--- src/hdl/cdr_ctrl_params.svh ---
// Register offsets, field positions, reset values and timing figures of the output and loop control.
`ifndef CDR_CTRL_PARAMS_SVH
`define CDR_CTRL_PARAMS_SVH
`define OUTPUT_CONTROL_OFFSET 8'h1e
`define OUTPUT_SWING_OFFSET   8'h1f
`define LOOP_CONTROL_OFFSET   8'h20
`define LOOP_STATUS_OFFSET    8'h21
`define RATIO_OFFSET          8'h22
`define OC_DATA_OFF_BIT       4
`define OC_CLOCK_OFF_BIT      3
`define OC_DDR_OFF_BIT        2
`define OC_DATA_INV_BIT       1
`define OC_CLOCK_INV_BIT      0
`define OC_WRITE_MASK         8'h3f
`define SWING_RESET           8'hcc
`define SWING_MIN_VALID       4'h4
`define LOCK_PPM              250
`define UNLOCK_PPM            1000
`define ADAPT_MIN_RATE_MBPS   5500
`define FIFO_DEPTH_UI         32
`define DCO_MIN               16'h0000
`define DCO_MAX               16'hffff
`define DIV_MAX               4'ha
`endif

--- src/hdl/cdr_ctrl_pkg.sv ---
// Types shared by the output and acquisition control block.
package cdr_ctrl_pkg;
  typedef enum logic [1:0] {ACQ_RESET, ACQ_SEARCH, ACQ_TRACK} acq_state_type;
endpackage

--- src/hdl/cdr_output_and_acquisition_control.sv ---
// Output control, output swing registers and frequency acquisition loop of a clock and data recovery.
// Behaviour
// - Data-off bit four set disables the serial data output driver.
// - Clock-off bit three set disables the recovered clock output driver.
// - Bit two zero enables double-rate clock, one disables it.
// - Data-invert bit one set inverts retimed data polarity.
// - Clock-invert bit zero set inverts recovered clock polarity.
// - Upper swing nibble sets data amplitude, resets to 0xc.
// - Lower swing nibble sets clock amplitude, resets to 0xc.
// - Adaptive equalizer allowed only above 5.5 Gbps; manual always.
// - Frequency loop sets oscillator start value and downsampler ratio.
// - Clock lagging data raises oscillator and shortens phase delay.
// - Integrating loop filter drives static phase error to zero.
// - Oscillator word saturates; phase shifter takes over tracking.
// - Elastic buffer tolerates up to 32 UI of mismatch.
// - In data mode, acquire to within 250 ppm, then enable the phase loop.
// - In data mode, beyond 1000 ppm flag lock loss, restart at lowest oscillator, ratio one; a restart in reference mode loads the written ratio.
`timescale 1ns/1ps
`include "cdr_ctrl_params.svh"

module cdr_output_and_acquisition_control #(
  parameter int DCO_WIDTH = 16  // Oscillator control word width.
) (
  input  wire logic                 ref_clk_i,         // 40 MHz clock.
  input  wire logic                 rst_n_i,           // Async reset, active low.
  input  wire logic                 reg_wr_i,          // Register write strobe.
  input  wire logic [7:0]           reg_addr_i,        // Register address.
  input  wire logic [7:0]           reg_wdata_i,       // Register write data.
  output logic      [7:0]           reg_rdata_o,       // Register read data.
  input  wire logic                 sample_fast_i,     // Sampling clock above data rate (pin).
  input  wire logic                 within_lock_i,     // Frequency within 250 ppm (pin).
  input  wire logic                 beyond_unlock_i,   // Frequency off by over 1000 ppm (pin).
  input  wire logic                 phase_lag_i,       // Phase detector says clock lags (pin).
  input  wire logic                 phase_valid_i,     // Phase detector decision valid (pin).
  input  wire logic                 rate_above_adapt_i,// Data rate above 5.5 Gbps (pin).
  input  wire logic                 ref_mode_i,        // Lock-to-reference mode (pin).
  input  wire logic                 data_i,            // Recovered data bit (same clock).
  input  wire logic                 clk_phase_i,       // Recovered clock level (same clock).
  output logic                      data_o,            // Retimed data output.
  output logic                      data_oe_o,         // Data output driver enable.
  output logic                      clock_o,           // Recovered clock output.
  output logic                      clock_oe_o,        // Clock output driver enable.
  output logic                      ddr_en_o,          // Double-rate clock enable.
  output logic      [3:0]           data_swing_o,      // Data amplitude code.
  output logic      [3:0]           clock_swing_o,     // Clock amplitude code.
  output logic                      eq_adapt_ok_o,     // Adaptive equalizer allowed.
  output logic      [DCO_WIDTH-1:0] dco_word_o,        // Oscillator control word.
  output logic      [3:0]           div_ratio_o,       // Downsampler ratio exponent.
  output logic      [4:0]           shifter_o,         // Phase shifter delay code.
  output logic                      phase_loop_en_o,   // Phase loop enabled.
  output logic                      lock_lost_flag_o   // Lock lost flag.
);
  import cdr_ctrl_pkg::*;

  typedef struct packed {
    logic [1:0]           s0;       // First sync stage, read only by s1.
    logic [1:0]           s1;
    logic [4:0]           pa;       // First stage of the other pins.
    logic [4:0]           pb;
    logic [7:0]           ctrl;
    logic [7:0]           swing;
    logic [7:0]           ratio;
    logic                 adapt_req;
    acq_state_type        st;
    logic [DCO_WIDTH-1:0] digital_oscillator;
    logic [3:0]           step;
    logic [3:0]           div;
    logic [4:0]           shift;
    logic                 lock_lost;
    logic                 lock_lost_sticky;
    logic [7:0]           rdata;
    logic                 dout;
    logic                 doe;
    logic                 cout;
    logic                 coe;
    logic                 ddr_en;
    logic                 adapt_ok;
    logic                 tracking;
  } state_type;

  state_type state_reg;
  state_type state_next;

  // Saturating add or subtract keeps the oscillator word pinned at its range end.
  function automatic logic [DCO_WIDTH-1:0] sat_step(input logic [DCO_WIDTH-1:0] w,
                                                    input logic [3:0] sh,
                                                    input logic up);
    logic [DCO_WIDTH:0] d;
    logic [DCO_WIDTH:0] r;
    d = (DCO_WIDTH+1)'(1) << sh;
    if (up) begin
      r = {1'b0, w} + d;
      sat_step = r[DCO_WIDTH] ? {DCO_WIDTH{1'b1}} : r[DCO_WIDTH-1:0];
    end else begin
      r = {1'b0, w} - d;
      sat_step = r[DCO_WIDTH] ? '0 : r[DCO_WIDTH-1:0];
    end
  endfunction

  logic fast_s;
  logic lockwin_s;
  logic unlock_s;
  logic lag_s;
  logic pvalid_s;
  logic adapt_s;
  logic refm_s;
  logic dco_at_end;

  assign fast_s     = state_reg.s1[0];
  assign lockwin_s  = state_reg.s1[1];
  assign unlock_s   = state_reg.pb[0];
  assign lag_s      = state_reg.pb[1];
  assign pvalid_s   = state_reg.pb[2];
  assign adapt_s    = state_reg.pb[3];
  assign refm_s     = state_reg.pb[4];
  assign dco_at_end = (state_reg.digital_oscillator == {DCO_WIDTH{1'b1}}) || (state_reg.digital_oscillator == '0);

  always_comb begin
    state_next       = state_reg;
    state_next.s0    = {within_lock_i, sample_fast_i};
    state_next.s1    = state_reg.s0;
    state_next.pa    = {ref_mode_i, rate_above_adapt_i, phase_valid_i, phase_lag_i,
                        beyond_unlock_i};
    state_next.pb    = state_reg.pa;

    if (reg_wr_i) begin
      case (reg_addr_i)
        `OUTPUT_CONTROL_OFFSET: state_next.ctrl = reg_wdata_i & `OC_WRITE_MASK;
        `OUTPUT_SWING_OFFSET:   state_next.swing = reg_wdata_i;
        `RATIO_OFFSET:          state_next.ratio = reg_wdata_i;
        `LOOP_CONTROL_OFFSET:   state_next.adapt_req = reg_wdata_i[0];
        default: ;
      endcase
    end

    case (reg_addr_i)
      `OUTPUT_CONTROL_OFFSET: state_next.rdata = state_reg.ctrl;
      `OUTPUT_SWING_OFFSET:   state_next.rdata = state_reg.swing;
      `RATIO_OFFSET:          state_next.rdata = state_reg.ratio;
      `LOOP_CONTROL_OFFSET:   state_next.rdata = {7'h00, state_reg.adapt_req};
      `LOOP_STATUS_OFFSET:    state_next.rdata = {4'h0, state_reg.div};
      default:                state_next.rdata = 8'h00;
    endcase

    // Status read shows the live loop state and the lock-lost flag.
    if (reg_addr_i == `LOOP_STATUS_OFFSET) begin
      state_next.rdata = {state_reg.lock_lost_sticky, state_reg.lock_lost,
                          (state_reg.st == ACQ_TRACK), 1'b0, state_reg.div};
    end

    // A new loss beats a clearing write, so no event goes missing.
    if (reg_wr_i && reg_addr_i == `LOOP_STATUS_OFFSET && reg_wdata_i[7]) begin
      state_next.lock_lost_sticky = 1'b0;
    end

    case (state_reg.st)
      ACQ_RESET: begin
        state_next.digital_oscillator  = '0;
        state_next.div  = 4'h0;
        state_next.step = 4'(DCO_WIDTH - 4);
        state_next.lock_lost = 1'b1;
        state_next.st   = refm_s ? ACQ_TRACK : ACQ_SEARCH;
        if (refm_s) begin
          state_next.div = state_reg.ratio[3:0];
        end
      end
      ACQ_SEARCH: begin
        if (lockwin_s) begin
          state_next.lock_lost = 1'b0;
          state_next.st  = ACQ_TRACK;
        end else if (fast_s) begin
          if (state_reg.div != `DIV_MAX) begin
            state_next.div = state_reg.div + 4'h1;
          end
          state_next.digital_oscillator = '0;
        end else begin
          state_next.digital_oscillator = sat_step(state_reg.digital_oscillator, state_reg.step, 1'b1);
          if (state_reg.step != 4'h0) begin
            state_next.step = state_reg.step - 4'h1;
          end
        end
      end
      ACQ_TRACK: begin
        if (unlock_s && !refm_s) begin
          state_next.lock_lost        = 1'b1;
          state_next.lock_lost_sticky = 1'b1;
          state_next.st         = ACQ_RESET;
        end else if (pvalid_s) begin
          // Integrator: each decision nudges the word, so steady error averages out.
          state_next.digital_oscillator = sat_step(state_reg.digital_oscillator, 4'h0, lag_s);
          if (dco_at_end || lag_s) begin
            // Phase shifter wraps freely, standing in for its infinite range.
            state_next.shift = lag_s ? state_reg.shift - 5'h1 : state_reg.shift + 5'h1;
          end
        end
      end
      default: state_next.st = ACQ_RESET;
    endcase

    state_next.dout = data_i ^ state_reg.ctrl[`OC_DATA_INV_BIT];
    state_next.doe  = !state_reg.ctrl[`OC_DATA_OFF_BIT];
    state_next.cout = clk_phase_i ^ state_reg.ctrl[`OC_CLOCK_INV_BIT];
    state_next.coe  = !state_reg.ctrl[`OC_CLOCK_OFF_BIT];
    // Taken from the next state so these pins keep the timing of a plain decode.
    state_next.ddr_en   = !state_next.ctrl[`OC_DDR_OFF_BIT];
    state_next.adapt_ok = state_next.adapt_req & state_next.pb[3];
    state_next.tracking = (state_next.st == ACQ_TRACK);
  end

  always_ff @(posedge ref_clk_i or negedge rst_n_i) begin
    if (!rst_n_i) begin
      state_reg       <= '0;
      state_reg.swing <= `SWING_RESET;
      state_reg.st    <= ACQ_RESET;
      state_reg.doe   <= 1'b1;
      state_reg.coe   <= 1'b1;
      state_reg.lock_lost <= 1'b1;
      state_reg.ddr_en    <= 1'b1;
    end else begin
      state_reg <= state_next;
    end
  end

  // The elastic buffer depth of 32 UI lives in the analog retimer; the code
  // width of the shifter here covers that span.
  assign reg_rdata_o      = state_reg.rdata;
  assign data_o           = state_reg.dout;
  assign data_oe_o        = state_reg.doe;
  assign clock_o          = state_reg.cout;
  assign clock_oe_o       = state_reg.coe;
  assign ddr_en_o         = state_reg.ddr_en;
  assign data_swing_o     = state_reg.swing[7:4];
  assign clock_swing_o    = state_reg.swing[3:0];
  assign eq_adapt_ok_o    = state_reg.adapt_ok;
  assign dco_word_o       = state_reg.digital_oscillator;
  assign div_ratio_o      = state_reg.div;
  assign shifter_o        = state_reg.shift;
  assign phase_loop_en_o  = state_reg.tracking;
  assign lock_lost_flag_o = state_reg.lock_lost;
endmodule // cdr_output_and_acquisition_control

--- config.mk ---
export PLATFORM = sky130hd
export DESIGN_NAME = cdr_output_and_acquisition_control
export DESIGN_NICKNAME = d
export VERILOG_FILES = /design/src/hdl/cdr_ctrl_pkg.sv /design/src/hdl/cdr_output_and_acquisition_control.sv
export VERILOG_INCLUDE_DIRS = /design/src /design/src/hdl
export SDC_FILE = /design/constraint.sdc
export NUM_CORES = 1
export LEC_CHECK = 0
export BUFFER_PORTS_ARGS = -buffer_cell sky130_fd_sc_hd__buf_2
export CORE_ASPECT_RATIO = 1.75
export CORE_MARGIN = 5
export CORE_UTILIZATION = 35
export DETAILED_ROUTE_END_ITERATION = 8
export SYNTH_ARGS = -nofsm -noshare
export SYNTH_HDL_FRONTEND = slang
export SYNTH_SLANG_ARGS = --single-unit
--- constraint.sdc ---
create_clock -name ref_clk_i -period 6.5 [get_ports ref_clk_i]
set_input_delay 0 -clock ref_clk_i [delete_from_list [all_inputs] [get_ports ref_clk_i]]
set_output_delay 0 -clock ref_clk_i [all_outputs]
set_load 0.1 [all_outputs]
-- Yosys cells after proc, flatten, opt, wreduce, memory -nomap -nowiden
Cells that the tools add are included.
W data, S select, Z words.
- shift operators: 1
- eq/ne operators: 19
- bitwise logic cells: 4
- add/sub/neg operators: 7
- muxes and demuxes: 32
- reductions and logical operators: 22
- operator list (cell ; number):
    $mux W16 ; 7
    $pmux W16 S3 ; 1
    $pmux W8 S4 ; 1
    $eq A8 B6 Y1 const B ; 3
    $mux W24 ; 1
    $mux W8 ; 3
    $mux W20 ; 1
    $mux W4 ; 5
    $add A16 B1 Y17 const B ; 1
    $add A16 B17 Y17 ; 1
    $shl A1 B4 Y17 const A ; 1
    $sub A16 B1 Y17 const B ; 1
    $eq A16 B16 Y1 const B ; 1
    $eq A8 B5 Y1 const B ; 2
    $logic_not A16 Y1 ; 1
    $ne A2 B2 Y1 const B ; 8
    $pmux W8 S2 ; 1
    $reduce_and A4 Y1 ; 4
    $mux W2 ; 4
    $pmux W2 S3 ; 1
    $reduce_and A2 Y1 ; 3
    $add A5 B1 Y5 const B ; 1
    $mux W5 ; 1
    $sub A5 B1 Y5 const B ; 1
    20 further kinds ; 31
- bits of input ports: 28
- word-level logic and storage cells: 109
- output and inout bits: 49
- flip-flop bits (word level): 85

-- Depth between registers and ports, before layout
- depth in word-level cells: 6
- depth in mapped cells: 12

-- Worst setup path before layout
OpenSTA, ideal clock, no wires.
- path type: reg2reg
- from: reg state_reg[26] (netlist name)
- to: reg state_reg (netlist bit dco_word_o[7])
- required time: 6.374 ns
- path slack: 3.573 ns
- arrival: 2.801 ns
- cell stages (with the launch flop): 12
- cell sequence: dfrtp_1 -> inv_1 -> ha_1 -> and2_1 -> ha_1 -> fa_1 -> a211oi_1 -> o211ai_1 -> a31oi_1 -> a22oi_1 -> nand2b_1 -> a221o_1
- word-level cells in the longest chain between the ends: 6
- ends and longest elaborated chain (item ; RTL line ; source):
    start: declaration ; cdr_output_and_acquisition_control.sv:81 ; state_type state_reg;
    start signal: assignment ; cdr_output_and_acquisition_control.sv:220 ; state_reg <= state_next;
    $shl A1 B4 Y17 ; cdr_output_and_acquisition_control.sv:90 ; d = (DCO_WIDTH+1)'(1) << sh;
    $add A16 B17 Y17 ; cdr_output_and_acquisition_control.sv:92 ; r = {1'b0, w} + d;
    $mux W16 ; cdr_output_and_acquisition_control.sv:93 ; sat_step = r[DCO_WIDTH] ? {DCO_WIDTH{1'b1}} : r[DCO_WIDTH-1:0];
    $mux W16 ; cdr_output_and_acquisition_control.sv:171 ; end else if (fast_s) begin
    $mux W24 ; cdr_output_and_acquisition_control.sv:168 ; if (lockwin_s) begin
    $pmux W16 S3 ; cdr_output_and_acquisition_control.sv:156 ; case (state_reg.st)
Every way passes these cells. The select of a mux whose other input is x is not followed.
A chain may end at the register's enable or synchronous reset.

-- Worst setup path after layout
Ends and elaborated chain as after synthesis.

==> flow_summary.ini <==
[layout]
layout_common_cells = 76 x dfrtp_1, 75 x buf_2, 65 x nand2_1
layout_commonest_cell = dfrtp_1
design_area_sq_um = 6609
regArea_sq_um = 2112
fillers = 1667
fin_nets = 736
antennaDiodeCount = 0
multi_input_area_sq_um = 3212
largest_reg_flops = 23
syn2layout_area_growth_pct = 12.82
drive_gt1_share_pct = 21.68
final_util_pct = 40.19

[grt]
grt_start_max_net_pins = 85
grt_remaining_overflow = 0
grt_pass1_vias = 5315
grt_usage_pct = 17.54
antenna_found_initial = 0
grt_pass1_wl_mm = 27.26

[critical_path]
r2r_slack_ns = 2.99
worst-path-stages = 11
cp.arrival_ns = 3.74
path_class = reg2reg
worst_path_largest_cell_delay_ns = 0.44
cp.required_ns = 6.73
critical_path_buf_inv_count = 1
startpoint = state_reg[26]
worstReg2RegEnd = dco_word_o[7]
rr_startpoint = state_reg[26]
path_delay_family = compound AO/OA/AOI/OAI gates
r2r_cells = 11
worstPathMaxFanout = 14
crit_chain = inv_1 > ha_1 > and2_1 > ha_1 > fa_1 > a211oi_1 > o211ai_1 > a31oi_1 > a22oi_1 > nand2b_1 > a221o_1
cp-end-kind = flip-flop
cp-endpoint = dco_word_o[7]
crit_top_cell = ha_1
cp_slowest_cell = dfrtp_1
critPathLaunchType = flip-flop

[clock_network]
cts-root-buf = clkbuf_16
clkSinkCount = 84
postCtsSetupBuffers = 0
cts_tree = done
cts_made_buffers = 9
clockBufferDepth = 2
cts.clk_slew.worst_paths_ns = 0.07
htreeDepth = 3
insertion_delay_ns = 0.34

[logic_synthesis]
synth_edf_count = 0
syn_area_per_cell_sq_um = 9.284
yosys_register_bits = 84
synth_ff_type = dfrtp_1
yosys_warnings = 0
synthArstFlopShare_pct = 100.0
seq_area_frac_synth_pct = 36.05
ys_types = 71
synthCells = 631
syn_area_sq_um = 5858
syn_nets = 694

[route]
drt-pass1-iter-count = 7
via_per_inst = 5.468
ant_nets = 0
vias = 4932
drc = 0
drt-initial-drc-count = 299
routedWlPerCell_um = 18.50
routed_wl_mm = 16.69

[timing]
setup_tns_ns = 0
setup_violations = 0
max_freq_mhz = 285.0
slew_headroom_pct = 30.15
rsz0062_at_grt = no
fin_crit_ns = 3.509
timing.hold.ws_ns = 0.02111
timing_max_transition_violations_final = 0
period_share_pct = 53.99
hold_violations = 0
tightest_slew_ns = 1.048
finClkSkew_ns = 0.005473

[floorplanning]
rows = 62
fp.dieH_um = 181.1
die_w_um = 107.8
fp.dieArea_sq_um = 19530
core_sq_um = 16450
start_util_pct = 35.62
boundaryPins = 77

[worst_hold_path]
holdCritPathClass = in2reg

[job]
maxCapViolCount = 0

[placed_design]
portBuffers = 76
gp_congestion = 0.9026
postPlaceCellArea_sq_um = 6111
hpwl_mm = 12.88

[power]
cellLeakagePower_nw = 3.141
power.density_nw_per_um2 = 393.1
peakVddDrop_mv = 0.2474

[outcome]
status = completed
repair_timing:
action	CTS	global route
hold buffers	18	0
hold endpoints to repair	109	0
resized for setup	0	0
synthesized netlist by cell type (9+ instances only):
| master | instances | area (sq um) |
|---|---|---|
| dfrtp_1 | 76 | 1902 |
| nand2_1 | 65 | 244.0 |
| buf_4 | 41 | 307.8 |
| ha_1 | 33 | 412.9 |
| nor2_1 | 33 | 123.9 |
| o21ai_0 | 33 | 165.2 |
| inv_1 | 30 | 112.6 |
| a21oi_1 | 24 | 120.1 |
| mux2_2 | 24 | 270.3 |
| nand3_1 | 24 | 120.1 |
| xnor2_1 | 18 | 157.7 |
| and2_1 | 15 | 93.84 |
| xor2_1 | 15 | 131.4 |
| o211ai_1 | 14 | 105.1 |
| and3_1 | 13 | 81.33 |
| clkbuf_1 | 13 | 48.80 |
| a211oi_1 | 9 | 67.56 |
| nand4_1 | 9 | 56.30 |
cell families after synthesis:
kind of cell / share of synthesized area, %
flops: 36.05
simple gates: 19.16
mux: 6.365
fa+ha+maj: 7.732
xor+xnor: 4.934
buf+inv: 9.120
compound gates: 16.64
worst min-delay path, stage by stage:
cell and delay (ns):
buf_2 0.12, o22a_1 0.12, o21ai_0 0.08
cell type report:
cell class | count | area share, %
Clock inverter | 6 | 1.193
Clock buffer | 10 | 3.616
Timing Repair Buffer | 95 | 8.633
Multi-Input combinational cell | 452 | 48.60
Inverter | 31 | 1.761
Tap cell | 224 | 4.241
Sequential cell | 84 | 31.96
worst min-delay path by stage:
stage	start	to	slack (ns)	depth (start not counted)
after CTS	reg_addr_i[1]	reg_rdata_o[0]	0.01	3
after global routing	reg_addr_i[1]	reg_rdata_o[0]	0.04	3
final	reg_addr_i[1]	reg_rdata_o[0]	0.02	3
after floorplan	rst_n_i	clock_o	-0.30	0
after global placement	phase_lag_i	state_next[74]	0.11	1
after detailed placement	phase_lag_i	state_next[74]	0.11	1
per-layer routing:
layer  vias to the layer above  GRT usage [%]  routed length [um]
li1                       2321              -                   -
met1                      2407          17.57                5801
met2                       159          33.70                9485
met3                        45          2.714                 656
met4                         0          9.050                 745
met5                         -              0                   0
stage by stage:
stage / power (mW) / setup WS, ns / instances
after floorplan: 1.830 / 3.573 / 631
after global placement: 2.028 / 3.118 / 868
after detailed placement: 2.060 / 2.976 / 868
after CTS: 2.619 / 2.970 / 902
after global routing: 2.754 / 2.758 / 902
final: 2.598 / 2.991 / 902
report_power, final:
part	switching, mW	leakage (nW)	internal, mW	total, mW
registers	0.124	1.07	0.601	0.724
clock network	0.227	0.157	0.316	0.544
logic	0.933	1.91	0.396	1.33
Note: power is estimated with default switching activity, not from simulation.
